<file path="src/logic/mas_pkg.sv">
package mas_pkg;
    localparam int ROW_W = 8;
    localparam int NUM_ROWS = 256;
    localparam int PORT_W = 6;
    localparam int NUM_PORTS = 64;
    localparam int CNT_W = 2;
    localparam int NUM_CLASS = 4;
    localparam int NUM_IRQ = 4;
    // table entry: {valid, pinned, remote, class[1:0], port[5:0], count[1:0]}
    localparam int ENT_W = 13;
    localparam int ENT_CNT_LSB = 0;
    localparam int ENT_PORT_LSB = 2;
    localparam int ENT_CLASS_LSB = 8;
    localparam int ENT_REMOTE_BIT = 10;
    localparam int ENT_PINNED_BIT = 11;
    localparam int ENT_VALID_BIT = 12;
    // register byte offsets
    localparam logic [7:0] REG_CLASS_CFG0 = 8'h00;
    localparam logic [7:0] REG_CLASS_CFG1 = 8'h04;
    localparam logic [7:0] REG_CLASS_CFG2 = 8'h08;
    localparam logic [7:0] REG_CLASS_CFG3 = 8'h0C;
    localparam logic [7:0] REG_SCAN_CTRL = 8'h10;
    localparam logic [7:0] REG_SCAN_STATUS = 8'h14;
    localparam logic [7:0] REG_EVENT_STICKY = 8'h18;
    localparam logic [7:0] REG_PORT_FILT_LO = 8'h1C;
    localparam logic [7:0] REG_PORT_FILT_HI = 8'h20;
    localparam logic [7:0] REG_IRQ_LATCH = 8'h24;
    localparam logic [7:0] REG_IRQ_MASK = 8'h28;
    localparam logic [7:0] REG_IRQ_PEND = 8'h2C;
    localparam logic [7:0] REG_LEARN_CFG = 8'h30;
    // class cfg fields: unit [2:0], period [19:4]
    localparam int UNIT_LSB = 0;
    localparam int PERIOD_LSB = 4;
    localparam int PERIOD_W = 16;
    // scan ctrl fields
    localparam int CTRL_HOLD_BIT = 0;
    localparam int CTRL_START_BIT = 1;
    localparam int CTRL_ABORT_BIT = 2;
    localparam int CTRL_HALT_BIT = 3;
    localparam int CTRL_FAPPLY_BIT = 4;
    localparam int CTRL_FREMOTE_BIT = 5;
    localparam int CTRL_CLASS_LSB = 8;
    // learn cfg fields
    localparam int LCFG_LIMIT_LSB = 0;
    localparam int LCFG_PINREF_BIT = 2;
    // event sticky bits
    localparam int EV_BEGUN = 0;
    localparam int EV_DONE = 1;
    localparam int EV_INCR = 2;
    localparam int EV_EVICT = 3;
    // irq source bits
    localparam int IRQ_ACL = 0;
    localparam int IRQ_PORT_CAP = 1;
    localparam int IRQ_FID_CAP = 2;
    localparam int IRQ_TBL_DONE = 3;
    // tick unit: 0 off, 1 = 1 us, 2 = 10 us, 3 = 100 us, 4+ = 100 us
    localparam int UNIT_US_NS = 1000;
    localparam int CLK_NS = 10;
    localparam int CYC_PER_US = UNIT_US_NS / CLK_NS;
    localparam logic [1:0] RESP_OKAY = 2'b00;
    localparam logic [1:0] RESP_SLVERR = 2'b10;

    typedef enum logic [4:0] {
        SC_IDLE = 5'b00001,
        SC_READ = 5'b00010,
        SC_EVAL = 5'b00100,
        SC_NEXT = 5'b01000,
        SC_DONE = 5'b10000
    } mas_scan_st_t;
endpackage

</file>
<file path="src/logic/mas_tick_gen.sv">
`timescale 1ns/1ps
module mas_tick_gen (
    input wire logic CLOCK_I,
    input wire logic RST_B_I,
    input wire logic [2:0] unit_sel_i,
    input wire logic [mas_pkg::PERIOD_W-1:0] period_i,
    output logic due_o
);
    import mas_pkg::*;
    typedef struct packed {
        logic [9:0] pre;
        logic [6:0] dec;
        logic [PERIOD_W-1:0] units;
        logic due;
    } mas_tick_t;
    mas_tick_t st_ff, nxt_st;

    function automatic logic [6:0] dec_top(input logic [2:0] u);
        case (u)
            3'd1: dec_top = 7'd0;
            3'd2: dec_top = 7'd9;
            3'd3: dec_top = 7'd99;
            default: dec_top = 7'd99;
        endcase
    endfunction

    always_comb begin
        nxt_st = st_ff;
        nxt_st.due = 1'b0;
        if (unit_sel_i == 3'd0) begin
            nxt_st.pre = '0;
            nxt_st.dec = '0;
            nxt_st.units = '0;
        end else if (st_ff.pre != 10'(CYC_PER_US - 1)) begin
            nxt_st.pre = st_ff.pre + 10'd1;
        end else begin
            nxt_st.pre = '0;
            // units 4 and up reuse the 100 us decade count of unit 3
            if (st_ff.dec < dec_top(unit_sel_i)) begin
                nxt_st.dec = st_ff.dec + 7'd1;
            end else begin
                nxt_st.dec = '0;
                if (st_ff.units + 16'd1 >= period_i) begin
                    nxt_st.units = '0;
                    nxt_st.due = 1'b1;
                end else begin
                    nxt_st.units = st_ff.units + 16'd1;
                end
            end
        end
    end

    always_ff @(posedge CLOCK_I or negedge RST_B_I) begin
        if (!RST_B_I) begin
            st_ff <= '0;
        end else begin
            st_ff <= nxt_st;
        end
    end

    assign due_o = st_ff.due;
endmodule

</file>
<file path="src/logic/mas_irq_agg.sv">
`timescale 1ns/1ps
module mas_irq_agg (
    input wire logic CLOCK_I,
    input wire logic RST_B_I,
    input wire logic [mas_pkg::NUM_IRQ-1:0] src_i,
    input wire logic [mas_pkg::NUM_IRQ-1:0] clr_i,
    input wire logic [mas_pkg::NUM_IRQ-1:0] mask_i,
    output logic [mas_pkg::NUM_IRQ-1:0] latch_o,
    output logic [mas_pkg::NUM_IRQ-1:0] pend_o,
    output logic irq_o
);
    import mas_pkg::*;
    typedef struct packed {
        logic [NUM_IRQ-1:0] lat;
    } mas_irq_t;
    mas_irq_t st_ff, nxt_st;

    always_comb begin
        nxt_st = st_ff;
        // set beats a simultaneous clear
        nxt_st.lat = (st_ff.lat & ~clr_i) | src_i;
    end

    always_ff @(posedge CLOCK_I or negedge RST_B_I) begin
        if (!RST_B_I) begin
            st_ff <= '0;
        end else begin
            st_ff <= nxt_st;
        end
    end

    assign latch_o = st_ff.lat;
    assign pend_o = st_ff.lat & mask_i;
    assign irq_o = |pend_o;
endmodule

</file>
<file path="src/logic/mas_age_scanner.sv">
`timescale 1ns/1ps
// Summary of operation
// - only unpinned entries are aging candidates; pinned ones untouched
// - candidate already at limit count is evicted from the table
// - candidate below limit is written back with count plus one
// - frame from matching source clears that entry's count
// - passes launch automatically once configured, no cpu help
// - pass interval from unit and period; four classes
// - unit value zero disables periodic aging; nonzero enables it
// - hold bit suspends automatic aging; clearing resumes
// - start shot launches pass now if idle, ignored mid-pass; abort shot kills pass now
// - halt bit lets current pass finish then stays idle
// - filters restrict aging to chosen local ports or remote entries
// - filters act only while filter-apply is set
// - cpu scans use the same filter settings
// - next row pointer and pass-in-progress readable
// - sticky begun flag on auto pass start, done flag on finish
// - sticky flags for any increment and any eviction
// - sticky latch per interrupt source, individually maskable
// - pending view shows sources asserting the interrupt
// - latch acl hit interrupt on matched rule with irq action
// - latch port learn cap interrupt when port enable set
// - latch domain learn cap interrupt when domain enable set
// - latch table op done interrupt when configured
// - frame refresh clears pinned entries only if refresh enable set
module mas_age_scanner (
    input wire logic CLOCK_I,
    input wire logic RST_B_I,
    input wire logic [7:0] S_AXI_AWADDR_I,
    input wire logic S_AXI_AWVALID_I,
    output logic S_AXI_AWREADY_O,
    input wire logic [31:0] S_AXI_WDATA_I,
    input wire logic [3:0] S_AXI_WSTRB_I,
    input wire logic S_AXI_WVALID_I,
    output logic S_AXI_WREADY_O,
    output logic [1:0] S_AXI_BRESP_O,
    output logic S_AXI_BVALID_O,
    input wire logic S_AXI_BREADY_I,
    input wire logic [7:0] S_AXI_ARADDR_I,
    input wire logic S_AXI_ARVALID_I,
    output logic S_AXI_ARREADY_O,
    output logic [31:0] S_AXI_RDATA_O,
    output logic [1:0] S_AXI_RRESP_O,
    output logic S_AXI_RVALID_O,
    input wire logic S_AXI_RREADY_I,
    output logic [mas_pkg::ROW_W-1:0] TBL_ADDR_O,
    output logic TBL_RD_O,
    output logic TBL_WR_O,
    output logic [mas_pkg::ENT_W-1:0] TBL_WDATA_O,
    input wire logic [mas_pkg::ENT_W-1:0] TBL_RDATA_I,
    input wire logic TBL_GRANT_I,
    input wire logic CPU_SCAN_I,
    output logic CPU_SCAN_MATCH_O,
    input wire logic HIT_VALID_I,
    input wire logic [mas_pkg::ROW_W-1:0] HIT_ROW_I,
    input wire logic HIT_PINNED_I,
    output logic HIT_CLEAR_O,
    input wire logic ACL_HIT_IRQ_I,
    input wire logic PORT_LIMIT_EXCEED_I,
    input wire logic PORT_CAP_IRQ_EN_I,
    input wire logic FID_LIMIT_EXCEED_I,
    input wire logic FID_CAP_IRQ_EN_I,
    input wire logic TBL_OP_DONE_I,
    input wire logic TBL_OP_IRQ_EN_I,
    output logic IRQ_O
);
    import mas_pkg::*;

    typedef struct packed {
        logic [NUM_CLASS-1:0][2:0] unit;
        logic [NUM_CLASS-1:0][PERIOD_W-1:0] period;
        logic hold;
        logic halt;
        logic fapply;
        logic fremote;
        logic [1:0] start_class;
        logic [NUM_PORTS-1:0] port_filt;
        logic [CNT_W-1:0] limit;
        logic pin_refresh;
        logic [3:0] events;
        logic [NUM_IRQ-1:0] irq_mask;
        logic [NUM_CLASS-1:0] due_pend;
        mas_scan_st_t sc;
        logic [ROW_W-1:0] row;
        logic [1:0] cls;
        logic auto_pass;
        logic [ENT_W-1:0] ent;
        logic wr;
        logic rd;
        logic [ENT_W-1:0] wdata;
        logic hit_clr;
        logic aw_got;
        logic w_got;
        logic [7:0] awaddr;
        logic [31:0] wdata_bus;
        logic [3:0] wstrb;
        logic bvalid;
        logic [1:0] bresp;
        logic rvalid;
        logic [31:0] rdata;
        logic [1:0] rresp;
    } mas_top_t;
    mas_top_t st_ff, nxt_st;

    logic [NUM_CLASS-1:0] due;
    logic [NUM_IRQ-1:0] irq_latch;
    logic [NUM_IRQ-1:0] irq_pend;
    logic [NUM_IRQ-1:0] irq_src;
    logic [NUM_IRQ-1:0] irq_clr;
    logic wr_fire;
    logic [31:0] wmask;
    logic [31:0] rd_word;

    // shared filter decode for aging and cpu scans
    function automatic logic filt_pass(input logic [ENT_W-1:0] e, input logic apply,
                                       input logic remote, input logic [NUM_PORTS-1:0] pf);
        if (!apply) begin
            filt_pass = 1'b1;
        end else if (e[ENT_REMOTE_BIT]) begin
            filt_pass = remote;
        end else begin
            filt_pass = pf[e[ENT_PORT_LSB +: PORT_W]];
        end
    endfunction

    function automatic logic [31:0] strb_mask(input logic [3:0] s);
        for (int i = 0; i < 4; i++) begin
            strb_mask[i*8 +: 8] = {8{s[i]}};
        end
    endfunction

    genvar g;
    generate
        for (g = 0; g < NUM_CLASS; g++) begin : gen_tick
            mas_tick_gen u_tick (
                .CLOCK_I(CLOCK_I),
                .RST_B_I(RST_B_I),
                .unit_sel_i(st_ff.unit[g]),
                .period_i(st_ff.period[g]),
                .due_o(due[g])
            );
        end
    endgenerate

    assign irq_src[IRQ_ACL] = ACL_HIT_IRQ_I;
    assign irq_src[IRQ_PORT_CAP] = PORT_LIMIT_EXCEED_I & PORT_CAP_IRQ_EN_I;
    assign irq_src[IRQ_FID_CAP] = FID_LIMIT_EXCEED_I & FID_CAP_IRQ_EN_I;
    assign irq_src[IRQ_TBL_DONE] = TBL_OP_DONE_I & TBL_OP_IRQ_EN_I;

    assign wr_fire = st_ff.aw_got && st_ff.w_got && !st_ff.bvalid;
    assign wmask = strb_mask(st_ff.wstrb);
    assign irq_clr = (wr_fire && st_ff.awaddr == REG_IRQ_LATCH) ?
                     st_ff.wdata_bus[NUM_IRQ-1:0] & wmask[NUM_IRQ-1:0] : '0;

    mas_irq_agg u_irq (
        .CLOCK_I(CLOCK_I),
        .RST_B_I(RST_B_I),
        .src_i(irq_src),
        .clr_i(irq_clr),
        .mask_i(st_ff.irq_mask),
        .latch_o(irq_latch),
        .pend_o(irq_pend),
        .irq_o(IRQ_O)
    );

    always_comb begin
        rd_word = 32'h0000_0000;
        case (S_AXI_ARADDR_I)
            REG_CLASS_CFG0, REG_CLASS_CFG1, REG_CLASS_CFG2, REG_CLASS_CFG3: begin
                rd_word[UNIT_LSB +: 3] = st_ff.unit[S_AXI_ARADDR_I[3:2]];
                rd_word[PERIOD_LSB +: PERIOD_W] = st_ff.period[S_AXI_ARADDR_I[3:2]];
            end
            REG_SCAN_CTRL: begin
                rd_word[CTRL_HOLD_BIT] = st_ff.hold;
                rd_word[CTRL_HALT_BIT] = st_ff.halt;
                rd_word[CTRL_FAPPLY_BIT] = st_ff.fapply;
                rd_word[CTRL_FREMOTE_BIT] = st_ff.fremote;
                rd_word[CTRL_CLASS_LSB +: 2] = st_ff.start_class;
            end
            REG_SCAN_STATUS: begin
                rd_word[ROW_W-1:0] = st_ff.row;
                rd_word[31] = (st_ff.sc != SC_IDLE);
            end
            REG_EVENT_STICKY: rd_word[3:0] = st_ff.events;
            REG_PORT_FILT_LO: rd_word = st_ff.port_filt[31:0];
            REG_PORT_FILT_HI: rd_word = st_ff.port_filt[63:32];
            REG_IRQ_LATCH: rd_word[NUM_IRQ-1:0] = irq_latch;
            REG_IRQ_MASK: rd_word[NUM_IRQ-1:0] = st_ff.irq_mask;
            REG_IRQ_PEND: rd_word[NUM_IRQ-1:0] = irq_pend;
            REG_LEARN_CFG: begin
                rd_word[LCFG_LIMIT_LSB +: CNT_W] = st_ff.limit;
                rd_word[LCFG_PINREF_BIT] = st_ff.pin_refresh;
            end
            default: rd_word = 32'h0000_0000;
        endcase
    end

    always_comb begin
        logic start_now;
        logic abort_now;
        logic [CNT_W-1:0] cnt;
        logic [3:0] ev_set;
        logic [3:0] ev_clr;
        logic [31:0] wd;
        start_now = 1'b0;
        abort_now = 1'b0;
        cnt = TBL_RDATA_I[ENT_CNT_LSB +: CNT_W];
        ev_set = '0;
        ev_clr = '0;
        wd = (st_ff.wdata_bus & wmask);
        nxt_st = st_ff;
        nxt_st.rd = 1'b0;
        nxt_st.wr = 1'b0;
        nxt_st.hit_clr = 1'b0;
        // write channel: address and data accepted in either order
        if (S_AXI_AWVALID_I && !st_ff.aw_got) begin
            nxt_st.aw_got = 1'b1;
            nxt_st.awaddr = S_AXI_AWADDR_I;
        end
        if (S_AXI_WVALID_I && !st_ff.w_got) begin
            nxt_st.w_got = 1'b1;
            nxt_st.wdata_bus = S_AXI_WDATA_I;
            nxt_st.wstrb = S_AXI_WSTRB_I;
        end
        if (wr_fire) begin
            nxt_st.bvalid = 1'b1;
            nxt_st.bresp = RESP_OKAY;
            case (st_ff.awaddr)
                REG_CLASS_CFG0, REG_CLASS_CFG1, REG_CLASS_CFG2, REG_CLASS_CFG3: begin
                    if (st_ff.wstrb[0]) begin
                        nxt_st.unit[st_ff.awaddr[3:2]] = st_ff.wdata_bus[UNIT_LSB +: 3];
                    end
                    if (&st_ff.wstrb[2:0]) begin
                        nxt_st.period[st_ff.awaddr[3:2]] =
                            st_ff.wdata_bus[PERIOD_LSB +: PERIOD_W];
                    end
                end
                REG_SCAN_CTRL: begin
                    if (st_ff.wstrb[0]) begin
                        nxt_st.hold = st_ff.wdata_bus[CTRL_HOLD_BIT];
                        nxt_st.halt = st_ff.wdata_bus[CTRL_HALT_BIT];
                        nxt_st.fapply = st_ff.wdata_bus[CTRL_FAPPLY_BIT];
                        nxt_st.fremote = st_ff.wdata_bus[CTRL_FREMOTE_BIT];
                        start_now = st_ff.wdata_bus[CTRL_START_BIT];
                        abort_now = st_ff.wdata_bus[CTRL_ABORT_BIT];
                    end
                    if (st_ff.wstrb[1]) begin
                        nxt_st.start_class = st_ff.wdata_bus[CTRL_CLASS_LSB +: 2];
                    end
                end
                REG_EVENT_STICKY: ev_clr = wd[3:0];
                REG_PORT_FILT_LO: nxt_st.port_filt[31:0] =
                    (st_ff.port_filt[31:0] & ~wmask) | wd;
                REG_PORT_FILT_HI: nxt_st.port_filt[63:32] =
                    (st_ff.port_filt[63:32] & ~wmask) | wd;
                REG_IRQ_LATCH: nxt_st.bresp = RESP_OKAY;
                REG_IRQ_MASK: begin
                    if (st_ff.wstrb[0]) begin
                        nxt_st.irq_mask = st_ff.wdata_bus[NUM_IRQ-1:0];
                    end
                end
                REG_LEARN_CFG: begin
                    if (st_ff.wstrb[0]) begin
                        nxt_st.limit = st_ff.wdata_bus[LCFG_LIMIT_LSB +: CNT_W];
                        nxt_st.pin_refresh = st_ff.wdata_bus[LCFG_PINREF_BIT];
                    end
                end
                REG_SCAN_STATUS, REG_IRQ_PEND: nxt_st.bresp = RESP_OKAY;
                default: nxt_st.bresp = RESP_SLVERR;
            endcase
        end
        if (st_ff.bvalid && S_AXI_BREADY_I) begin
            nxt_st.bvalid = 1'b0;
            nxt_st.aw_got = 1'b0;
            nxt_st.w_got = 1'b0;
        end
        // read channel
        if (S_AXI_ARVALID_I && !st_ff.rvalid) begin
            nxt_st.rvalid = 1'b1;
            nxt_st.rdata = rd_word;
            nxt_st.rresp = (S_AXI_ARADDR_I > REG_LEARN_CFG || S_AXI_ARADDR_I[1:0] != 2'b00) ?
                           RESP_SLVERR : RESP_OKAY;
        end else if (st_ff.rvalid && S_AXI_RREADY_I) begin
            nxt_st.rvalid = 1'b0;
        end
        // latch tick requests per class until a pass serves them
        for (int c = 0; c < NUM_CLASS; c++) begin
            if (due[c] && !st_ff.hold && !st_ff.halt) begin
                nxt_st.due_pend[c] = 1'b1;
            end
        end
        // frame refresh has priority on the table port over the scanner
        if (HIT_VALID_I && (!HIT_PINNED_I || st_ff.pin_refresh)) begin
            nxt_st.hit_clr = 1'b1;
        end
        case (st_ff.sc)
            SC_IDLE: begin
                if (start_now) begin
                    nxt_st.sc = SC_READ;
                    nxt_st.cls = st_ff.start_class;
                    nxt_st.auto_pass = 1'b0;
                    nxt_st.row = '0;
                end else if (!st_ff.hold && !st_ff.halt && |st_ff.due_pend) begin
                    nxt_st.sc = SC_READ;
                    nxt_st.auto_pass = 1'b1;
                    nxt_st.row = '0;
                    ev_set[EV_BEGUN] = 1'b1;
                    for (int c = NUM_CLASS - 1; c >= 0; c--) begin
                        if (st_ff.due_pend[c]) begin
                            nxt_st.cls = 2'(c);
                        end
                    end
                end
            end
            SC_READ: begin
                if (TBL_GRANT_I && !HIT_VALID_I) begin
                    nxt_st.rd = 1'b1;
                    nxt_st.sc = SC_EVAL;
                end
            end
            SC_EVAL: begin
                // table data stands only the cycle after the read pulse
                if (!st_ff.rd) begin
                    nxt_st.ent = TBL_RDATA_I;
                    nxt_st.sc = SC_NEXT;
                    if (TBL_RDATA_I[ENT_VALID_BIT] && !TBL_RDATA_I[ENT_PINNED_BIT] &&
                        TBL_RDATA_I[ENT_CLASS_LSB +: 2] == st_ff.cls &&
                        filt_pass(TBL_RDATA_I, st_ff.fapply, st_ff.fremote,
                                  st_ff.port_filt)) begin
                        nxt_st.wr = 1'b1;
                        if (cnt >= st_ff.limit) begin
                            nxt_st.wdata = '0;
                            ev_set[EV_EVICT] = 1'b1;
                        end else begin
                            nxt_st.wdata = TBL_RDATA_I;
                            nxt_st.wdata[ENT_CNT_LSB +: CNT_W] = cnt + 2'd1;
                            ev_set[EV_INCR] = 1'b1;
                        end
                    end
                end
            end
            SC_NEXT: begin
                if (st_ff.row == ROW_W'(NUM_ROWS - 1)) begin
                    nxt_st.sc = SC_DONE;
                end else begin
                    nxt_st.row = st_ff.row + 8'd1;
                    nxt_st.sc = SC_READ;
                end
            end
            SC_DONE: begin
                nxt_st.sc = SC_IDLE;
                nxt_st.row = '0;
                ev_set[EV_DONE] = 1'b1;
                if (st_ff.auto_pass) begin
                    nxt_st.due_pend[st_ff.cls] = 1'b0;
                end
            end
            default: nxt_st.sc = SC_IDLE;
        endcase
        if (abort_now && st_ff.sc != SC_IDLE) begin
            nxt_st.sc = SC_IDLE;
            nxt_st.wr = 1'b0;
            nxt_st.row = '0;
        end
        nxt_st.events = (st_ff.events & ~ev_clr) | ev_set;
    end

    always_ff @(posedge CLOCK_I or negedge RST_B_I) begin
        if (!RST_B_I) begin
            st_ff <= '0;
            st_ff.sc <= SC_IDLE;
        end else begin
            st_ff <= nxt_st;
        end
    end

    assign S_AXI_AWREADY_O = !st_ff.aw_got;
    assign S_AXI_WREADY_O = !st_ff.w_got;
    assign S_AXI_BVALID_O = st_ff.bvalid;
    assign S_AXI_BRESP_O = st_ff.bresp;
    assign S_AXI_ARREADY_O = !st_ff.rvalid;
    assign S_AXI_RVALID_O = st_ff.rvalid;
    assign S_AXI_RDATA_O = st_ff.rdata;
    assign S_AXI_RRESP_O = st_ff.rresp;
    assign TBL_ADDR_O = st_ff.hit_clr ? HIT_ROW_I : st_ff.row;
    assign TBL_RD_O = st_ff.rd;
    assign TBL_WR_O = st_ff.wr;
    assign TBL_WDATA_O = st_ff.wdata;
    assign HIT_CLEAR_O = st_ff.hit_clr;
    assign CPU_SCAN_MATCH_O = CPU_SCAN_I &&
        filt_pass(TBL_RDATA_I, st_ff.fapply, st_ff.fremote, st_ff.port_filt);
endmodule

</file>
<file path="config.mk">
export PLATFORM = sky130hd
export DESIGN_NAME = mas_age_scanner
export DESIGN_NICKNAME = d
export VERILOG_FILES = /design/src/logic/mas_pkg.sv /design/src/logic/mas_tick_gen.sv /design/src/logic/mas_irq_agg.sv /design/src/logic/mas_age_scanner.sv
export SDC_FILE = /design/constraint.sdc
export NUM_CORES = 1
export LEC_CHECK = 0
export ABC_AREA = 1
export BUFFER_PORTS_ARGS = -buffer_cell sky130_fd_sc_hd__buf_2
export CAP_MARGIN = 20
export CELL_PAD_IN_SITES_DETAIL_PLACEMENT = 0
export CELL_PAD_IN_SITES_GLOBAL_PLACEMENT = 1
export CORE_MARGIN = 1
export CORE_UTILIZATION = 46
export DETAILED_ROUTE_END_ITERATION = 8
export HOLD_SLACK_MARGIN = 0.12
export PLACE_DENSITY_LB_ADDON = 0.1
export SLEW_MARGIN = 40
export SYNTH_ARGS = -nofsm -noshare
export SYNTH_HDL_FRONTEND = slang
export SYNTH_SLANG_ARGS = --single-unit
</file>
<file path="constraint.sdc">
create_clock -name CLOCK_I -period 3.57 [get_ports CLOCK_I]
set_input_delay 0.357 -clock CLOCK_I [delete_from_list [all_inputs] [get_ports CLOCK_I]]
set_output_delay 0.357 -clock CLOCK_I [all_outputs]
set_load 0.03 [all_outputs]
</file>
==> results.py, run 1 <==
metrics = {
    "setup_path": {
        "cp-end-kind": "flip-flop",
        "crit_path_max_incr_delay_ns": 0.56,
        "worstPathMaxFanout": 16,
        "required_ns": 4.02,
        "cp_slowest_cell": "nor4_1",
        "crit_path_frequent_cell": "nand3_1",
        "startpoint_type": "flip-flop",
        "path_class": "reg -> reg",
        "worst-path-buf-inv": 1,
        "cp_top_family": "simple AND/OR/NAND/NOR gates",
        "path_cells": "ha_1, nand3_1, nor3_1, nand3_1, nor2_1, nand4_1, xor2_1, inv_1, ha_1, nand4_1, nor4_1, nor2_4, nand3_1, o21ai_0",
        "r2r-start": "gen_tick[0].u_tick.st_ff[1]",
        "cp-startpoint": "gen_tick[0].u_tick.st_ff[1]",
        "cp.arrival_ns": 3.78,
    },
    "hold_path": {
        "holdCritStartpoint": "TBL_RDATA_I[10]",
        "hp-class": "in -> reg",
    },
    "yosys": {
        "synthesis.instances": 2779,
        "synth_cell_types": 57,
        "synthArstFlopShare": 1.00,
        "ys_ff_latch": 415,
        "synthFlopType": "dfrtp_1",
        "yosysSeqAreaShare": 0.464,
        "synth_warnings": 0,
        "synth_area_per_cell_um2": 8.06,
        "synth_edf_count": 0,
        "synth_area_um2": 22400,
    },
    "route": {
        "totalWireLength_um": 64100,
        "wl_per_cell_um": 17.8,
        "vias_per_cell": 5.38,
        "firstDrtPassIters": 6,
        "detail-route-antenna-nets": 0,
        "drt_iter0_markers": 1489,
        "drcViolationCount": 0,
        "routed-via-count": 19300,
    },
    "cells_and_area": {
        "final_util": 0.537,
        "area_growth_pct": 14.7,
        "layout-drive-gt1-share": 0.101,
        "finalNonFillerCells": 3593,
        "antennaDiodeCount": 0,
        "multi_input_area_um2": 9860,
        "nNetsFinal": 3128,
        "register_area_um2": 10400,
        "filler_cell_count": 4583,
    },
    "place": {
        "hpwl_um": 46600,
        "routabilityCongestion": 0.875,
        "post-place-cells": 3444,
        "preCtsSetupSlack_ns": 0.286,
        "port_buffers": 155,
    },
    "timing": {
        "final_hold_viol_count": 0,
        "fin_crit_ns": 3.33,
        "worst_clock_skew_ns": 0.0276,
        "max_freq_mhz": 301,
        "drv_slew": 0,
        "setup_violations": 0,
        "worst_slew_pin_slew_ns": 0.798,
        "period_share": 0.932,
        "slew_headroom": 0.463,
        "fin_ws_ns": 0.243,
    },
    "floorplanning": {
        "design.core.area_um2": 47800,
        "fp.dieW_um": 223,
        "io_pins": 158,
        "initial_utilization": 0.468,
        "fp.dieH_um": 223,
        "rows": 80,
        "dieArea_um2": 49600,
    },
    "power_and_ir_drop": {
        "p_sw_mw": 3.90,
        "switching_share": 0.312,
        "p_comb_frac": 0.170,
        "p_int_mw": 8.61,
        "p_clk_frac": 0.405,
        "peakVddDrop_uv": 484,
        "sequentialPowerShare": 0.425,
        "leakagePower_nw": 12.5,
        "power-per-cell-area_nw_per_um2": 487,
        "power_mw": 12.5,
    },
    "global_routing": {
        "overflow": 0,
        "grt_max_degree": 89,
        "gr-usage-all-layers": 0.264,
        "grt_pass1_vias": 18900,
        "grt_pass1_wl_um": 104000,
        "antenna_found_initial": 0,
    },
    "cts": {
        "cts_buffer_depth": 3,
        "clk_latency_ns": 0.61,
        "cts_tree": "yes",
        "cts-htree-levels": 2,
        "cts_buffers": 48,
        "cts.sinks": 415,
        "clockRootBuffer": "clkbuf_16",
        "path_clk_slew_ns": 0.06,
    },
    "run_status": {
        "status": "finished clean",
    },
    "flow_run": {
        "max_cap_violations": 0,
    },
}
## final timing paths
kind	slack (ns)	cells after the start	endpoint
min reg2reg	0.45	1	gen_tick[3].u_tick.st_ff[24]
max reg2reg	0.24	14	gen_tick[0].u_tick.st_ff[1]
max in group asynchronous	2.27	3	st_ff[270]
min	0.15	5	TBL_WDATA_O[10]
max	0.24	14	gen_tick[0].u_tick.st_ff[1]
min in group asynchronous	0.30	2	TBL_WDATA_O[0]
## synthesized netlist by cell type (2+ instances only)
cell	n	area, um2
nor4_1	16	100
a41oi_1	2	17.5
nand3_2	5	50.1
xor2_1	68	596
nand2_2	4	25.0
a221oi_1	17	149
o2111ai_1	9	78.8
buf_4	57	428
dfrtp_1	414	10400
o31ai_1	14	105
nor3_1	48	240
o21ai_0	241	1210
nand2_1	593	2230
a21boi_0	2	15.0
a21o_1	10	75.1
nand3b_1	3	22.5
clkbuf_1	36	135
nand4_1	47	294
ha_1	95	1190
inv_2	6	22.5
a211oi_1	4	30.0
xnor2_1	7	61.3
nor3_2	3	30.0
nor2_2	6	37.5
nor4_2	3	37.5
and2_1	2	12.5
inv_1	369	1390
o22ai_1	38	238
o211ai_1	6	45.0
nor2_1	220	826
buf_2	32	160
a31oi_1	16	100
nand3_1	193	966
nand2_4	2	22.5
mux2_2	3	33.8
o21ai_1	31	155
a21oi_1	129	646
buf_6	4	45.0
a22oi_1	6	45.0
## cells by family after synthesis
group	synth area share
flops	0.464
fa+ha+maj	0.0531
simple gates	0.222
xor+xnor	0.0293
other cells	0.000167
buf+inv	0.0980
compound gates	0.132
mux	0.00151
## final cells by class
cell class                 count  share of cell area
multi-input combinational   1858               0.384
clock inverter                20              0.0103
inverter                     378              0.0555
clock buffer                  66              0.0521
timing repair buffer         241              0.0640
sequential                   415               0.404
tap                          615              0.0300
## power by group through the flow
stage / sequential (mW) / combinational (mW) / clock [mW]
2_1_floorplan: 5.35 / 1.35 / 0
3_3_place_gp: 5.39 / 2.03 / 0
3_5_place_dp: 5.40 / 2.07 / 0
4_1_cts: 5.32 / 2.13 / 5.18
5_1_grt: 5.37 / 2.36 / 5.36
6_report: 5.32 / 2.13 / 5.07
## worst reg2reg max path: cells and delay by family (launching register included)
family | cells | cell delay, ns
buffers and inverters | 1 | 0.08
XOR/XNOR | 1 | 0.15
AND/OR/NAND/NOR | 9 | 1.96
AO/OA/AOI/OAI | 1 | 0.11
flip-flops | 1 | 0.41
adder cells (fa/ha/maj) | 2 | 0.50
## cell usage in the layout (no fill, tap or decap), types with 6 or more instances in the layout
cell             n
nand2_1        591
a31oi_1         16
clkbuf_16       48
a221oi_1        17
nor4_1          15
clkbuf_1        11
a21oi_1        129
dfrtp_1        414
o22ai_1         38
o2111ai_1        9
inv_1          369
buf_4           18
a22oi_1          6
nand3_1        193
o31ai_1         14
o21ai_1         31
ha_1            95
xor2_1          68
nor2_2           6
o21ai_0        241
clkinv_2         9
nand4_1         47
o211ai_1         6
xnor2_1          7
nor3_1          46
dlygate4sd3_1   63
nand2_2          6
inv_2            6
nor2_1         218
clkbuf_8         7
buf_2          154
a21o_1          10
## what timing repair did
action / CTS / global route
hold endpoints to repair: 122 / 0
hold buffers: 63 / 0
endpoints found under the setup margin: 0 / 40
setup buffers: 0 / 0
resized for setup: 0 / 6
## through the flow
step / area [um2] / TNS, ns / hold slack, ns
6_report: 25700 / 0 / 0.152
5_1_grt: 25700 / -0.0901 / 0.161
4_1_cts: 25700 / 0 / 0.128
3_5_place_dp: 23400 / 0 / 0.354
3_3_place_gp: 23400 / 0 / 0.360
2_1_floorplan: 22400 / 0 / 0.0614
## routing by layer
metal / track usage / vias to the layer above / part of all wire
met5: 0 / - / 0
met4: 0.0685 / 0 / 0.020
met3: 0.0329 / 84 / 0.048
met2: 0.425 / 480 / 0.46
met1: 0.376 / 9324 / 0.47
li1: - / 9454 / -
Note: power is estimated with default switching activity, not from simulation.
==> run 2: changes to the inputs <==
--- a/config.mk
+++ b/config.mk
@@ -12,5 +12,5 @@
 export CELL_PAD_IN_SITES_GLOBAL_PLACEMENT = 1
 export CORE_MARGIN = 1
-export CORE_UTILIZATION = 46
+export CORE_UTILIZATION = 50
 export DETAILED_ROUTE_END_ITERATION = 8
 export HOLD_SLACK_MARGIN = 0.12
==> constraint.sdc (replaced) <==
create_clock -name CLOCK_I -period 4.2 [get_ports CLOCK_I]
set_input_delay 0.63 -clock CLOCK_I [delete_from_list [all_inputs] [get_ports CLOCK_I]]
set_output_delay 0.63 -clock CLOCK_I [all_outputs]
set_load 0.03 [all_outputs]
==> run 2 against run 1 <==
Register-to-register slack improved by 0.66 ns. Combinational power decreased by 17%. Highest routed layer unchanged. Via count down 0.98%.
==> results.py, run 2 (synthesis results as in run 1) <==
metrics = {
    "route": {
        "detail-route-antenna-nets": 0,
        "totalWireLength_um": 62400,
        "wl_per_cell_um": 17.8,
        "drcViolationCount": 0,
        "firstDrtPassIters": 5,
        "routed-via-count": 19200,
        "drt_iter0_markers": 1409,
        "vias_per_cell": 5.46,
    },
    "global_routing": {
        "grt_pass1_wl_um": 98800,
        "grt_pass1_vias": 18300,
        "antenna_found_initial": 1,
        "gr-usage-all-layers": 0.279,
        "overflow": 0,
        "grt_max_degree": 70,
    },
    "place": {
        "routabilityCongestion": 0.942,
        "port_buffers": 155,
        "placed_area_um2": 23400,
        "hpwl_um": 46000,
    },
    "timing": {
        "rsz0062_at_grt": "false",
        "max_freq_mhz": 303,
        "worst_clock_skew_ns": 0.0258,
        "fin_crit_ns": 3.30,
        "fin_hold_ws_ns": 0.188,
        "drv_slew": 0,
        "final_hold_viol_count": 0,
        "setup_violations": 0,
        "worst_slew_pin_slew_ns": 0.820,
        "period_share": 0.785,
        "tns_ns": 0,
        "slew_headroom": 0.450,
    },
    "power_and_ir_drop": {
        "peakVddDrop_uv": 307,
        "p_comb_frac": 0.165,
        "p_clk_frac": 0.415,
        "sequentialPowerShare": 0.421,
        "power-per-cell-area_nw_per_um2": 428,
        "p_int_mw": 7.39,
        "leakagePower_nw": 12.3,
        "switching_share": 0.314,
        "p_sw_mw": 3.37,
        "power_mw": 10.8,
    },
    "setup_path": {
        "worstPathMaxFanout": 16,
        "cp.arrival_ns": 3.84,
        "r2r-end": "gen_tick[2].u_tick.st_ff[2]",
        "startpoint_type": "flip-flop",
        "reg2regPathDepth": 18,
        "required_ns": 4.74,
        "r2r-start": "gen_tick[2].u_tick.st_ff[1]",
        "path_class": "reg -> reg",
        "cp-end-kind": "flip-flop",
        "ff2ff_setup_slack_ns": 0.90,
    },
    "floorplanning": {
        "design.core.area_um2": 44200,
        "initial_utilization": 0.507,
        "dieArea_um2": 45700,
        "io_pins": 158,
        "rows": 77,
        "fp.dieW_um": 214,
        "fp.dieH_um": 214,
    },
    "cells_and_area": {
        "area_growth_pct": 12.1,
        "layout-drive-gt1-share": 0.104,
        "filler_cell_count": 4138,
        "final_cell_mix": "nand2_1, dfrtp_1, inv_1, o21ai_0, nor2_1",
        "final_common_cell": "nand2_1",
        "multi_input_area_um2": 9830,
        "register_area_um2": 10400,
        "nNetsFinal": 3066,
        "design_area_um2": 25100,
    },
    "cts": {
        "clockRootBuffer": "clkbuf_16",
        "cts_buffers": 48,
        "postCtsSetupBuffers": 0,
        "cts_buffer_depth": 3,
        "cts-htree-levels": 2,
        "cts_tree": "yes",
        "cts.sinks": 415,
        "path_clk_slew_ns": 0.06,
        "clk_latency_ns": 0.62,
    },
    "run_status": {
        "status": "finished clean",
    },
    "hold_path": {
        "holdCritStartpoint": "HIT_PINNED_I",
        "hold_depth": 2,
        "hold_path_end": "HIT_CLEAR_O",
        "hp-class": "in -> reg",
    },
    "flow_run": {
        "max_cap_violations": 0,
    },
}
run 2: cell count changes in the layout (fill, tap and decap cells not counted), sizes merged:
cell         previous run  this run
clkbuf                 66        65
clkinv                 13        15
clkinvlp                2         3
diode                   0         1
dlygate4sd3            63         1
inv                   378       377
run 2: area by class of cell:
type | count | area share
inverters | 378 | 0.0568
well taps | 592 | 0.0295
repair buffers | 179 | 0.0413
multi-input cells | 1858 | 0.392
diodes | 1 | 0.0000996
clock buffers | 65 | 0.0551
clock inverters | 22 | 0.0120
flip-flops and latches | 415 | 0.414
run 2: timing repair:
item	in CTS	in global routing
endpoints found under the hold margin	57	0
gates resized for setup	0	0
hold buffers	1	0
setup endpoints to repair	0	0
run 2: power groups by stage:
stage	registers (mW)	clock network [mW]	logic, mW
3_3_place_gp	4.58	0	1.73
5_1_grt	4.56	4.67	1.95
6_report	4.53	4.46	1.77
4_1_cts	4.52	4.53	1.78
2_1_floorplan	4.54	0	1.15
3_5_place_dp	4.59	0	1.77
run 2: worst max path at each step:
stage / startpoint / end / slack (ns) / depth (start not counted)
after floorplan: gen_tick[0].u_tick.st_ff[1] / gen_tick[0].u_tick.st_ff[12] / 1.31 / 17
after global placement: gen_tick[2].u_tick.st_ff[1] / gen_tick[2].u_tick.st_ff[6] / 0.94 / 18
after detailed placement: gen_tick[2].u_tick.st_ff[1] / gen_tick[2].u_tick.st_ff[2] / 0.90 / 18
after CTS: gen_tick[2].u_tick.st_ff[1] / gen_tick[2].u_tick.st_ff[2] / 0.87 / 18
after global routing: gen_tick[2].u_tick.st_ff[1] / gen_tick[2].u_tick.st_ff[5] / 0.37 / 18
final: gen_tick[2].u_tick.st_ff[1] / gen_tick[2].u_tick.st_ff[2] / 0.90 / 18
run 2: worst max-delay path, stage by stage, from the launching register on:
cell and delay [ns]:
dfrtp_1 0.41, ha_1 0.21, nand3_1 0.12, nor2_1 0.14, nand3_1 0.14, nor2_1 0.11, nand3_1 0.14, nor3_1 0.20
xor2_1 0.22, ha_1 0.26, nand2_1 0.07, inv_1 0.04, nand3_1 0.08, inv_1 0.05, a21oi_1 0.14, nand3_1 0.14
nor2_2 0.53, nand3_1 0.15, nand2_1 0.10
run 2: routing by layer:
metal	track usage	routed length [um]
met4	0.0798	1460
met3	0.0401	3270
met2	0.457	29200
met1	0.386	28500
met5	0	0
run 2: metrics by stage:
stage                     cells  setup WS, ns   util
after global routing       3509         0.372  0.568
after global placement     3420         0.944  0.529
after detailed placement   3421         0.901  0.529
after floorplan            2780          1.31      -
final                      3510         0.901  0.568
after CTS                  3509         0.866  0.568
==> run 3: changes to the inputs <==
- CORE_UTILIZATION: 50 -> 46
- clock period: 4.2 -> 3.2 ns (I/O delays scaled with it)
==> run 3 against run 2 <==
Non-clock buffer count rose by 70. Via count rose by 1.1%. Worst setup slack got worse by 0.69 ns. Hold slack got worse by 0.050 ns. Sequential share of layout area fell by 1.2 points. Clock-buffer cell count did not move. Clock power rose by 25%. Die area rose by 8.6%.
==> results.py, run 3 (synthesis results as in run 1) <==
metrics = {
    "run_status": {
        "status": "finished clean",
    },
    "setup_path": {
        "cp-end-kind": "flip-flop",
        "cp.arrival_ns": 3.44,
        "required_ns": 3.66,
        "startpoint_type": "flip-flop",
        "path_cells": "ha_1, nand3_2, nor2_2, nand2_1, nor2_2, nand3_2, nor3_2, xor2_1, inv_1, ha_1, nand4_1, buf_4, nor4_4, nor2_4, buf_12, nand3_1, o21ai_0",
        "worst-path-buf-inv": 3,
        "worstPathMaxFanout": 16,
        "cp_slowest_cell": "dfrtp_1",
        "path_class": "reg -> reg",
        "cp_top_family": "simple AND/OR/NAND/NOR gates",
        "crit_path_max_incr_delay_ns": 0.37,
    },
    "cts": {
        "path_clk_slew_ns": 0.06,
        "cts_tree": "yes",
        "cts.sinks": 415,
        "cts_buffer_depth": 3,
        "cts_buffers": 47,
        "clockRootBuffer": "clkbuf_16",
        "clk_latency_ns": 0.61,
        "cts-htree-levels": 2,
    },
    "hold_path": {
        "hp-class": "in -> reg",
    },
    "floorplanning": {
        "fp.dieW_um": 223,
        "fp.dieH_um": 223,
        "dieArea_um2": 49600,
        "io_pins": 158,
        "initial_utilization": 0.468,
        "rows": 80,
        "design.core.area_um2": 47800,
    },
    "cells_and_area": {
        "final_util": 0.541,
        "nNetsFinal": 3135,
        "final_cell_mix": "nand2_1, dfrtp_1, inv_1, o21ai_0, nor2_1",
        "area_growth_pct": 15.5,
        "final_common_cell": "nand2_1",
        "layout-drive-gt1-share": 0.124,
        "antennaDiodeCount": 0,
        "filler_cell_count": 4620,
    },
    "global_routing": {
        "grt_pass1_vias": 18600,
        "gr-usage-all-layers": 0.258,
        "overflow": 0,
        "antenna_found_initial": 0,
        "grt_max_degree": 84,
        "grt_pass1_wl_um": 101000,
    },
    "power_and_ir_drop": {
        "power_mw": 13.9,
        "leakagePower_nw": 12.6,
        "peakVddDrop_uv": 463,
        "power-per-cell-area_nw_per_um2": 539,
    },
    "timing": {
        "worst_clock_skew_ns": 0.0334,
        "worst_slew_pin_slew_ns": 0.889,
        "final_hold_viol_count": 0,
        "setup_violations": 0,
        "drv_slew": 0,
        "rsz0062_at_grt": "true",
        "slew_headroom": 0.402,
        "max_freq_mhz": 335,
        "period_share": 0.933,
        "fin_crit_ns": 2.99,
    },
    "route": {
        "firstDrtPassIters": 5,
        "drcViolationCount": 0,
        "detail-route-antenna-nets": 0,
        "totalWireLength_um": 63800,
        "vias_per_cell": 5.38,
        "drt_iter0_markers": 1236,
        "wl_per_cell_um": 17.7,
        "routed-via-count": 19400,
    },
    "place": {
        "hpwl_um": 47100,
        "port_buffers": 155,
        "routabilityCongestion": 0.879,
    },
    "flow_run": {
        "max_cap_violations": 0,
    },
}
-- run 3: worst paths after layout --
path	start	endpoint	slack (ns)	cells after the start
min in group asynchronous	RST_B_I	TBL_WDATA_O[12]	0.49	2
max in group asynchronous	RST_B_I	async pin	1.85	3
max	gen_tick[3].u_tick.st_ff[1]	gen_tick[3].u_tick.st_ff[14]	0.21	17
min	S_AXI_AWADDR_I[6]	st_ff[80]	0.14	3
min reg2reg	gen_tick[1].u_tick.st_ff[24]	gen_tick[1].u_tick.st_ff[24]	0.46	1
max reg2reg	gen_tick[3].u_tick.st_ff[1]	gen_tick[3].u_tick.st_ff[14]	0.21	17
-- run 3: routing by layer --
metal / track usage / wire (um) / vias to the layer above
met5: 0 / 0 / -
met4: 0.0832 / 1720 / 0
met3: 0.0352 / 3170 / 94
met2: 0.406 / 29000 / 503
met1: 0.367 / 29900 / 9317
li1: - / - / 9458
-- run 3: tightest hold or removal path: cells and delay by family --
kind / cells / cell delay, ns
AO/OA/AOI/OAI: 1 / 0.09
buffers and inverters: 1 / 0.08
AND/OR/NAND/NOR: 1 / 0.03
-- run 3: final cells by class --
cell class	instances	area, um2	area share
Multi-Input combinational cell	1858	10000	0.387
Inverter	378	1430	0.0551
Clock buffer	65	1340	0.0520
Tap cell	615	769	0.0297
Sequential cell	415	10400	0.402
Timing Repair Buffer	249	1680	0.0651
Clock inverter	21	246	0.00953
-- run 3: stage by stage --
stage                     instance area [um2]  hold slack (ns)  setup WS [ns]  TNS, ns  cells
final                                   25900            0.138          0.215        0   3601
after global routing                    25900            0.136        -0.0613   -0.310   3601
after CTS                               25600            0.121        0.00140        0   3596
after detailed placement                23700            0.452        -0.0137  -0.0137   3478
after global placement                  23700            0.446         -0.210    -5.21   3478
after floorplan                         22400            0.184          0.306        0   2780
-- run 3: repair_timing --
action / CTS / global route
endpoints found under the hold margin: 100 / 0
endpoints found under the setup margin: 5 / 56
pin swaps: 0 / 11
resized for setup: 2 / 37
setup buffers: 0 / 5
hold buffers: 32 / 0
-- run 3: report_power, final --
group,internal (mW),switching (mW),total [mW]
Clock,3.27,2.30,5.57
Combinational,0.629,1.80,2.42
Sequential,5.68,0.258,5.94
Total,9.58,4.35,13.9
